File: config.mk
export PLATFORM = sky130hd
export DESIGN_NAME = mshr_bank
export DESIGN_NICKNAME = d
export VERILOG_FILES = /design/src/mshr_pkg.sv /design/src/mshr_health.sv /design/src/mshr_bank.sv
export VERILOG_INCLUDE_DIRS = /design/src
export SDC_FILE = /design/constraint.sdc
export NUM_CORES = 1
export LEC_CHECK = 0
export BUFFER_PORTS_ARGS = -buffer_cell sky130_fd_sc_hd__buf_2
export CORE_MARGIN = 2
export CORE_UTILIZATION = 56
export CTS_BUF_LIST = sky130_fd_sc_hd__clkbuf_8 sky130_fd_sc_hd__clkbuf_16
export DETAILED_ROUTE_END_ITERATION = 8
export PLACE_DENSITY = 0.84
export RECOVER_POWER = 25
export SLEW_MARGIN = 20
export SYNTH_ARGS = -nofsm -noshare
export SYNTH_HDL_FRONTEND = slang
export SYNTH_SLANG_ARGS = --single-unit
File: constraint.sdc
create_clock -name clock -period 2.5 [get_ports clock]
set_input_delay 0.25 -clock clock [delete_from_list [all_inputs] [get_ports clock]]
set_output_delay 0.25 -clock clock [all_outputs]
set_load 0.02 [all_outputs]
File: src/mshr_params.svh
`ifndef MSHR_PARAMS_SVH
`define MSHR_PARAMS_SVH

`define MSHR_REG_TIME_HI    16'h0004
`define MSHR_REG_TIME_LO    16'h0005
`define MSHR_REG_ERRORS     16'h0007
`define MSHR_REG_HEALTH     16'h0009
`define MSHR_REG_SPEED      16'h000A
`define MSHR_REG_DIR        16'h000B
`define MSHR_REG_CURRENT    16'h000C

`define MSHR_BIT_GPS        0
`define MSHR_BIT_MOTOR      2
`define MSHR_BIT_ANALOG     3

`define MSHR_HC_HEALTHY     16'h0000
`define MSHR_HC_JAM         16'h0001
`define MSHR_HC_MOTOR_COMM  16'h0003
`define MSHR_HC_HIGH_CUR    16'h0010
`define MSHR_HC_TEMP        16'h0030
`define MSHR_HC_SUPPLY      16'h0040
`define MSHR_HC_GPS_ACQ     16'h0100

`define MSHR_DIR_STOP       16'h0000
`define MSHR_DIR_FWD        16'h0001
`define MSHR_DIR_REV        16'h0003

`define MSHR_FUNC_READ      8'h03
`define MSHR_MAX_COUNT      16'h007D
`define MSHR_RESET_WORD     16'h0000

`define MSHR_CLK_HZ         250000000
`define MSHR_BAUD           19200
`define MSHR_BITS_PER_CHAR  4'hA

`endif

File: src/mshr_pkg.sv
package mshr_pkg;

   typedef logic [15:0] mshr_word_t;

   typedef enum logic [3:0] {
      ST_IDLE  = 4'b0001,
      ST_FUNC  = 4'b0010,
      ST_COUNT = 4'b0100,
      ST_DATA  = 4'b1000
   } mshr_state_e;

endpackage

File: src/mshr_health.sv
`timescale 1ns/1ps
`include "mshr_params.svh"

module mshr_health
   import mshr_pkg::*;
(
   input  wire logic       motor_comm_fault,
   input  wire logic       aux_output_on,
   input  wire logic       motor_current_high,
   input  wire logic       temp_out_of_range,
   input  wire logic       supply4v_out_of_range,
   input  wire logic       jam_recovery_sequence,
   input  wire logic       gps_acquiring,
   output mshr_word_t      code
);

   // attention codes outrank normal-operation codes
   always_comb begin
      if (motor_comm_fault && aux_output_on) begin
         code = `MSHR_HC_MOTOR_COMM;
      end else if (motor_current_high) begin
         code = `MSHR_HC_HIGH_CUR;
      end else if (temp_out_of_range) begin
         code = `MSHR_HC_TEMP;
      end else if (supply4v_out_of_range) begin
         code = `MSHR_HC_SUPPLY;
      end else if (jam_recovery_sequence) begin
         code = `MSHR_HC_JAM;
      end else if (gps_acquiring) begin
         code = `MSHR_HC_GPS_ACQ;
      end else begin
         code = `MSHR_HC_HEALTHY;
      end
   end

endmodule

File: src/mshr_bank.sv
`timescale 1ns/1ps
`include "mshr_params.svh"

module mshr_bank
   import mshr_pkg::*;
#(
   parameter int unsigned BIT_CYCLES =
      `MSHR_CLK_HZ / `MSHR_BAUD
)
(
   input  wire logic        clock,
   input  wire logic        sys_rst,

   input  wire logic        gps_load,
   input  wire logic [31:0] gps_seconds,
   input  wire logic        gps_comm_fault,
   input  wire logic        gps_acquiring,

   input  wire logic        motor_comm_fault,
   input  wire logic        aux_output_on,
   input  wire logic        motor_current_high,
   input  wire logic        jam_recovery_sequence,
   input  wire logic        speed_load,
   input  wire logic [15:0] speed_hundredths,
   input  wire logic        rotor_running,
   input  wire logic        rotor_reverse,
   input  wire logic        current_load,
   input  wire logic [15:0] current_ma,

   input  wire logic        analog_limit_fault,
   input  wire logic        temp_out_of_range,
   input  wire logic        supply4v_out_of_range,

   input  wire logic        req_valid,
   input  wire logic [7:0]  req_func,
   input  wire logic [15:0] req_start,
   input  wire logic [15:0] req_count,
   output logic             req_ready,
   output logic             req_refused,

   output logic             bit_tick,
   output logic             tx_valid,
   output logic [7:0]       tx_byte,
   output logic             tx_last
);

   localparam logic [15:0] BIT_LAST =
      16'(BIT_CYCLES - 1);

   mshr_word_t  time_seconds_high;
   mshr_word_t  time_seconds_low;
   mshr_word_t  subsystem_error_flags;
   mshr_word_t  health_indicator_code;
   mshr_word_t  rotor_speed;
   mshr_word_t  rotor_direction;
   mshr_word_t  rotor_current_ma;
   mshr_word_t  next_health;

   mshr_state_e state;
   logic [15:0] rd_addr;
   logic [15:0] remain;
   logic        high_half;
   logic [15:0] bit_cnt;
   logic [3:0]  char_cnt;
   logic        slot_free;
   logic        issue;
   logic        accept;
   mshr_word_t  rd_word;

   // register index decode; holes read zero
   function automatic mshr_word_t reg_read(
      input logic [15:0] addr
   );
      unique case (addr)
         `MSHR_REG_TIME_HI: reg_read = time_seconds_high;
         `MSHR_REG_TIME_LO: reg_read = time_seconds_low;
         `MSHR_REG_ERRORS:  reg_read = subsystem_error_flags;
         `MSHR_REG_HEALTH:  reg_read = health_indicator_code;
         `MSHR_REG_SPEED:   reg_read = rotor_speed;
         `MSHR_REG_DIR:     reg_read = rotor_direction;
         `MSHR_REG_CURRENT: reg_read = rotor_current_ma;
         default:           reg_read = `MSHR_RESET_WORD;
      endcase
   endfunction

   function automatic logic count_ok(
      input logic [15:0] n
   );
      count_ok = (n != 16'h0000) &&
                 (n <= `MSHR_MAX_COUNT);
   endfunction

   mshr_health u_health (
      .motor_comm_fault      (motor_comm_fault),
      .aux_output_on         (aux_output_on),
      .motor_current_high    (motor_current_high),
      .temp_out_of_range     (temp_out_of_range),
      .supply4v_out_of_range (supply4v_out_of_range),
      .jam_recovery_sequence (jam_recovery_sequence),
      .gps_acquiring         (gps_acquiring),
      .code                  (next_health)
   );

   // epoch pair, written by the GPS receiver only
   always_ff @(posedge clock) begin
      if (sys_rst) begin
         time_seconds_high <= `MSHR_RESET_WORD;
         time_seconds_low  <= `MSHR_RESET_WORD;
      end else if (gps_load) begin
         time_seconds_high <= gps_seconds[31:16];
         time_seconds_low  <= gps_seconds[15:0];
      end
   end

   // independent error bits
   always_ff @(posedge clock) begin
      if (sys_rst) begin
         subsystem_error_flags <= `MSHR_RESET_WORD;
      end else begin
         subsystem_error_flags <= `MSHR_RESET_WORD;
         subsystem_error_flags[`MSHR_BIT_GPS]    <=
            gps_comm_fault;
         subsystem_error_flags[`MSHR_BIT_MOTOR]  <=
            motor_comm_fault;
         subsystem_error_flags[`MSHR_BIT_ANALOG] <=
            analog_limit_fault;
      end
   end

   always_ff @(posedge clock) begin
      if (sys_rst) begin
         health_indicator_code <= `MSHR_HC_HEALTHY;
      end else begin
         health_indicator_code <= next_health;
      end
   end

   always_ff @(posedge clock) begin
      if (sys_rst) begin
         rotor_speed <= `MSHR_RESET_WORD;
      end else if (speed_load) begin
         rotor_speed <= speed_hundredths;
      end
   end

   always_ff @(posedge clock) begin
      if (sys_rst) begin
         rotor_direction <= `MSHR_DIR_STOP;
      end else if (!rotor_running) begin
         rotor_direction <= `MSHR_DIR_STOP;
      end else if (rotor_reverse) begin
         rotor_direction <= `MSHR_DIR_REV;
      end else begin
         rotor_direction <= `MSHR_DIR_FWD;
      end
   end

   always_ff @(posedge clock) begin
      if (sys_rst) begin
         rotor_current_ma <= `MSHR_RESET_WORD;
      end else if (current_load) begin
         rotor_current_ma <= current_ma;
      end
   end

   // bit-rate enable for the outside serializer
   always_ff @(posedge clock) begin
      if (sys_rst) begin
         bit_cnt  <= 16'h0000;
         bit_tick <= 1'b0;
      end else if (bit_cnt == BIT_LAST) begin
         bit_cnt  <= 16'h0000;
         bit_tick <= 1'b1;
      end else begin
         bit_cnt  <= bit_cnt + 16'h0001;
         bit_tick <= 1'b0;
      end
   end

   // one byte per ten-bit character slot
   assign slot_free = (char_cnt == `MSHR_BITS_PER_CHAR);
   assign issue     = slot_free && (state != ST_IDLE);

   always_ff @(posedge clock) begin
      if (sys_rst) begin
         char_cnt <= `MSHR_BITS_PER_CHAR;
      end else if (issue) begin
         char_cnt <= 4'h0;
      end else if (bit_tick && !slot_free) begin
         char_cnt <= char_cnt + 4'h1;
      end
   end

   // function 3 reply sequencer
   assign req_ready = (state == ST_IDLE);
   assign accept    = req_valid && req_ready;
   always_comb begin
      rd_word = reg_read(rd_addr);
   end

   always_ff @(posedge clock) begin
      if (sys_rst) begin
         req_refused <= 1'b0;
      end else begin
         req_refused <= accept &&
            ((req_func != `MSHR_FUNC_READ) ||
             !count_ok(req_count));
      end
   end

   always_ff @(posedge clock) begin
      if (sys_rst) begin
         state     <= ST_IDLE;
         rd_addr   <= 16'h0000;
         remain    <= 16'h0000;
         high_half <= 1'b1;
      end else begin
         unique case (state)
            ST_IDLE: begin
               if (accept && (req_func == `MSHR_FUNC_READ) &&
                   count_ok(req_count)) begin
                  state   <= ST_FUNC;
                  rd_addr <= req_start;
                  remain  <= req_count;
               end
            end
            ST_FUNC: begin
               if (issue) begin
                  state <= ST_COUNT;
               end
            end
            ST_COUNT: begin
               if (issue) begin
                  state     <= ST_DATA;
                  high_half <= 1'b1;
               end
            end
            ST_DATA: begin
               if (issue) begin
                  high_half <= !high_half;
                  if (!high_half) begin
                     rd_addr <= rd_addr + 16'h0001;
                     remain  <= remain - 16'h0001;
                     if (remain == 16'h0001) begin
                        state <= ST_IDLE;
                     end
                  end
               end
            end
         endcase
      end
   end

   always_ff @(posedge clock) begin
      if (sys_rst) begin
         tx_valid <= 1'b0;
         tx_byte  <= 8'h00;
         tx_last  <= 1'b0;
      end else begin
         tx_valid <= issue;
         tx_last  <= issue && (state == ST_DATA) &&
                     !high_half && (remain == 16'h0001);
         if (issue) begin
            unique case (state)
               ST_FUNC:  tx_byte <= `MSHR_FUNC_READ;
               ST_COUNT: tx_byte <= {remain[6:0], 1'b0};
               ST_DATA:  tx_byte <= high_half ?
                                    rd_word[15:8] :
                                    rd_word[7:0];
               default:  tx_byte <= tx_byte;
            endcase
         end
      end
   end

   logic [19:0] since_tx;
   always_ff @(posedge clock) begin
      if (sys_rst || tx_valid) begin
         since_tx <= 20'h00000;
      end else if (since_tx != 20'hFFFFF) begin
         since_tx <= since_tx + 20'h00001;
      end
   end
endmodule

# After elaboration in Yosys (flattened, before gate mapping)
# Cells that the tools add are included.
# classes
n_addsub,4
n_mul,0
div,0
magnitude_cmp,1
n_eq_ne,23
n_shift,0
n_mux,31
bitwise_logic,1
n_reduce_logical,31
# ops
cell,count
$pmux W16 S7,1
$mux W16,6
$eq A16 B4 Y1 const B,4
$pmux W16 S2,2
$eq A16 B3 Y1 const B,3
$add A16 B1 Y16 const B,2
$mux W4,8
$pmux W8 S3,1
$eq A16 B1 Y1 const B,1
$eq A16 B14 Y1 const B,1
$le A16 B7 Y1 const B,1
$pmux W4 S4,1
$reduce_bool A16 Y1,1
$sub A16 B1 Y16 const B,1
$mux W7,2
$logic_and A1 B1 Y1,11
$ne A2 B2 Y1 const B,5
$mux W9,1
$eq A4 B4 Y1 const B,2
$eq A8 B2 Y1 const B,1
$mux W8,1
$ne A8 B2 Y1 const B,1
$reduce_or A2 Y1,4
$mux W6,1
other kinds (22),29
# totals
register_bits,174
latchBits,0
ram_bits,0
rom_bits,0
elab_cells,115
memories,0

# Longest topological paths before layout
# depth
word_depth,6
mapped_depth,11
ltp_nobuf,8

# Cells and area by module
# A second synthesis with hierarchy kept.
# unflattened
hier_cells,867
area_unflattened_um2,7619.8
# modules_own_cells
module,instances,cells_per_inst,area_each_um2,seq_area_each_um2
mshr_bank,1,846,7479.7,3083.0
mshr_health,1,21,140.1,0.0

# Worst setup path before layout
# Ideal clock, no wire load.
# synth_timing
path_type,register to register
from,register state[1]
to,register rd_addr[10]
setup_ns,0.086
arrival_time_ns,2.374
required_ns,2.414
setup_slack_ns,0.040
path_stages_with_launch,10
n_path_buf,4
synth_period_minus_slack_ns,2.460
path_cell_list,dfxtp_1 buf_2 nor4b_2 or2_2 buf_4 nor3_2 a31o_2 buf_2 buf_1 a211oi_1
# synth_via
elab_chain_len,6
word_cells_on_any_way,13
cone_classes,eq/ne: 6; mux: 1; reduce/logical: 6
# synth_rtl
element,line_no,text
from (decl),mshr_bank.sv:59,mshr_state_e state;
from (signal assigned),mshr_bank.sv:213,state <= ST_IDLE;
from (signal assigned),mshr_bank.sv:222,state <= ST_FUNC;
from (signal assigned),mshr_bank.sv:229,state <= ST_COUNT;
$eq A4 B1 Y1 (*),mshr_bank.sv:195,assign req_ready = (state == ST_IDLE);
via req_ready,mshr_bank.sv:38,"output logic req_ready,"
$logic_and A1 B1 Y1,mshr_bank.sv:196,assign accept = req_valid && req_ready;
$logic_and A1 B1 Y1 (2 in series),mshr_bank.sv:220,if (accept && (req_func == `MSHR_FUNC_READ) &&
$ne A2 B1 Y1 (no line),-,
$reduce_and A4 Y1 (no line),-,
to (signal assigned),mshr_bank.sv:223,rd_addr <= req_start;
to (signal assigned),mshr_bank.sv:242,rd_addr <= rd_addr + 16'h0001;
to (decl),mshr_bank.sv:60,logic [15:0] rd_addr;
# Mark *: on every way through the listed nets, which the timed path passes. The rest lies on a longest branch.
# A chain may end at the register's enable or synchronous reset.

# Final worst setup path
# layout_timing
from,register state[3]
to,register rd_addr[12]
# layout_via
elab_chain_len,6
word_cells_on_any_way,13
cone_classes,eq/ne: 6; mux: 1; reduce/logical: 6
# layout_rtl
element,line_no
$eq A4 B1 Y1,"mshr_bank.sv:195, mshr_bank.sv:218"
$logic_and A1 B1 Y1,mshr_bank.sv:196
$logic_and A1 B1 Y1 (2 in series),mshr_bank.sv:220
$ne A2 B1 Y1 (no line),-
$reduce_and A4 Y1 (no line),-
# Parallel ways exist; a longest one is shown, timed or not.

==> metrics <==
Critical Path, Cell by Cell inv_1 > or4_2 > nor3_2 > a31oi_2 > buf_4 > a21oi_1 > o32ai_1; Max stage delay cell, worst path or4_2; largest net degree at the start of global routing 58; depth of the worst register-to-register path 7; Layout Area Growth over Synthesis 22.01%; cell class contributing the biggest share of worst-path delay simple AND/OR/NAND/NOR gates; Internal Power approximately 4.4 mW; Least-Margin Pin Slew between 1500 and 2000 ps; category of the critical setup timing path flip-flop to flip-flop; number of distinct library cells after synthesis between 70 and 80; post-detailed-placement half-perimeter wirelength roughly 14 mm; CP startpoint state[3]; drt first-iter violations 684; Gate power share 0.170; pwr dens between 700 and 800 mW/mm²; post-synthesis instance total approximately 850; post-layout min period between 2000 and 2500 ps; area inside the core boundary ~0.013 mm²; Post-Layout Cell Count around 1200; overall die area about 0.014 mm²; sequential area share after synthesis 0.4056; Total Negative Setup Slacks 0 ps; gp weighted congestion 0.9542; VDD IR-drop max 508.0 µV; total of warnings raised by yosys 0; syn_nets ~1000; Net Sw Frac 0.2785; Critical path buffers and inverters 2; clk slew on worst S/H paths around 60 ps; fillcell total 1014; most frequently used flop master after synthesis dfxtp_1; global-route layer with the greatest usage met2; worst r2r dst rd_addr[12]; count of final setup violators 0; maximum clock skew at final layout ~9.6 ps; kind of capture point of the worst setup path flip-flop; commonest cells after routing, fill and taps aside 144 x dfxtp_1, 137 x nor2_1, 132 x buf_2; detailed-route wire length between 15 and 20 mm; register bit total from synthesis 144; result of the run complete, but fails checks; CTS tree built; antenna violations before repair 0; routed vias/inst about 5.9; number of placed cells counting well taps 1135; Setup crit end rd_addr[12]; Static Leak around 3.6 nW; number of buffers inserted by port buffering between 100 and 150; Critical Path Fanout Max 35; wire length of the first global-routing pass ~31 mm; remaining max-slew budget at the tightest pin -0.09061; gr usage total 0.2974; GRT met3 Usage 0.07836; sequential fraction of design power 0.420; number of cells on the critical path 7; kind of start point of the critical path flip-flop; required arrival time at the worst endpoint approximately 2700 ps; final routed DRC violation total 0; Antenna Cells 0; delay of the slowest critical-path stage between 800 and 900 ps; post-detailed-route wirelength per cell 17.02 µm; path category of the worst min-delay check primary input to flip-flop; IO Count approximately 130; met2 layer usage reported by global route 0.5004; Die Y-Extent 116.7 µm; Final period util 0.9406; Worst-Skew Late Latency ~430 ps; layout cells sized above 1 0.2309; via count a little under 7000; final global-route overflow total 0; data arrival at the endpoint of the critical path 2580 ps; number of nets in the layout 1113; Achievable Freq 425.3 MHz; proportion of power drawn by the clock network 0.409; number of iterations in the first detailed-routing pass 8; Die Span X approximately 120 µm; number of buffers added by the clock tree synthesis step 17; via count of the first global-routing pass between 6000 and 7000; Clock Tree Buf Depth 2; async set-reset flop share out of synthesis 0; row count slightly above 40; violations in the final reports max-capacitance violations, max-slew violations; startpoint of the worst-slack reg-to-reg timing path state[3]; hold violation total from the final report 0; combined area of all synthesized cells approximately 0.007 mm²; hold bufs inserted after CTS 0; internal reg-to-reg setup slack between 100 and 150 ps; initial core utilization 0.5678; Final Slew Violations 35; number of clock sinks seen by CTS roughly 140; met1 usage 0.3612; leading cell type in the layout, fill and taps excluded dfxtp_1; number of synthesized flops with an enable pin 0; RSZ-0062 raised after global routing no; ANT nets after route 0; H-tree Lvls 4; net switching power ~1.7 mW; root buf cell clkbuf_16; Max Cap Viol 1; post-synthesis average cell area around 8.3 µm²
## routing by layer
metal / vias up / routed length [µm]
li1: 3325 / -
met1: 3236 / 8135
met2: 288 / 9719
met3: 57 / 1460
met4: 0 / 567
met5: - / 0
## synth_stat cells (10+ instances only)
| master | count | area, µm² |
|---|---|---|
| nor3_1 | 19 | 95.09 |
| a22oi_1 | 11 | 82.58 |
| buf_2 | 10 | 50.05 |
| xnor2_1 | 10 | 87.58 |
| and3_1 | 13 | 81.33 |
| dfxtp_1 | 144 | 2883 |
| a21oi_1 | 55 | 275.3 |
| nor2_1 | 137 | 514.2 |
| a211oi_1 | 10 | 75.07 |
| mux2i_1 | 64 | 640.6 |
| clkbuf_1 | 45 | 168.9 |
| o21ai_0 | 37 | 185.2 |
| nand3_1 | 32 | 160.2 |
| nor4_1 | 12 | 75.07 |
| nand2_1 | 78 | 292.8 |
## worst min-delay path by stage
stage / start / to / slack [ps] / depth (start not counted)
after floorplan: motor_current_high / health_indicator_code[5] / 330 / 1
after global placement: bit_cnt[0] / bit_cnt[0] / 440 / 1
after detailed placement: bit_cnt[0] / bit_cnt[0] / 440 / 1
after CTS: motor_current_high / health_indicator_code[5] / 20 / 2
after global routing: motor_current_high / health_indicator_code[5] / 30 / 2
final: motor_current_high / health_indicator_code[5] / 20 / 2
## repair_timing
item                                    4_1_cts  5_1_grt
buffers inserted                              0        1
endpoints found under the setup margin        0        3
resized for setup                             0        2
## kinds of logic (layout without fill, tap and decap cells)
family / Yosys count / count (layout) / synth area share
AOI/OAI and AO/OA: 183 / 183 / 0.1755
xor gates and xnor gates: 16 / 16 / 0.01972
buffers and inverters: 73 / 215 / 0.04401
adders and majority gates: 9 / 9 / 0.01585
muxes: 64 / 64 / 0.09014
and+or+nand+nor: 365 / 365 / 0.2491
DFF: 144 / 144 / 0.4056
## power by group through the flow
stage / clock (mW) / sequential (mW) / combinational (mW)
finish: 2.52 / 2.58 / 1.05
global route: 2.64 / 2.59 / 1.14
CTS: 2.53 / 2.58 / 1.04
detailed placement: 0 / 2.62 / 1.03
global placement: 0 / 2.62 / 1.00
floorplan: 0 / 2.64 / 0.617
## cell type report
class,instances,area [µm²],share of cell area
multi-input cells,637,3924,0.4525
flip-flops and latches,144,2883,0.3325
repair buffers,175,1030,0.1188
clock buffers,19,452.9,0.05224
well taps,172,215.2,0.02482
clock inverters,13,136.4,0.01573
inverters,8,30.03,0.003463
## sequential cells by signal, summed over array words and instances, names as in the netlist, 2 cells and up
register,count
state,4
time_seconds_high,16
health_indicator_code,6
char_cnt,4
time_seconds_low,16
rotor_current_ma,16
rd_addr,16
subsystem_error_flags,3
tx_byte,8
rotor_direction,2
remain,16
bit_cnt,16
rotor_speed,16
## through the flow
stage	instance area, µm²	setup slack (ps)	total power [mW]	hold slack (ps)	utilization
floorplan	7107	40.47	3.254	326.1	-
global placement	8073	131.1	3.619	435.6	0.6449
detailed placement	8073	88.24	3.655	444.5	0.6449
CTS	8662	65.70	6.149	15.22	0.6920
global route	8671	17.62	6.368	32.82	0.6927
finish	8671	148.4	6.144	23.14	0.6927
## worst register-to-register path: stages (launching register included)
cell and delay, ps:
dfxtp_1 330, inv_1 80, or4_2 820, nor3_2 270
a31oi_2 70, buf_4 250, a21oi_1 220, o32ai_1 120
(Power assumes the default switching activity.)
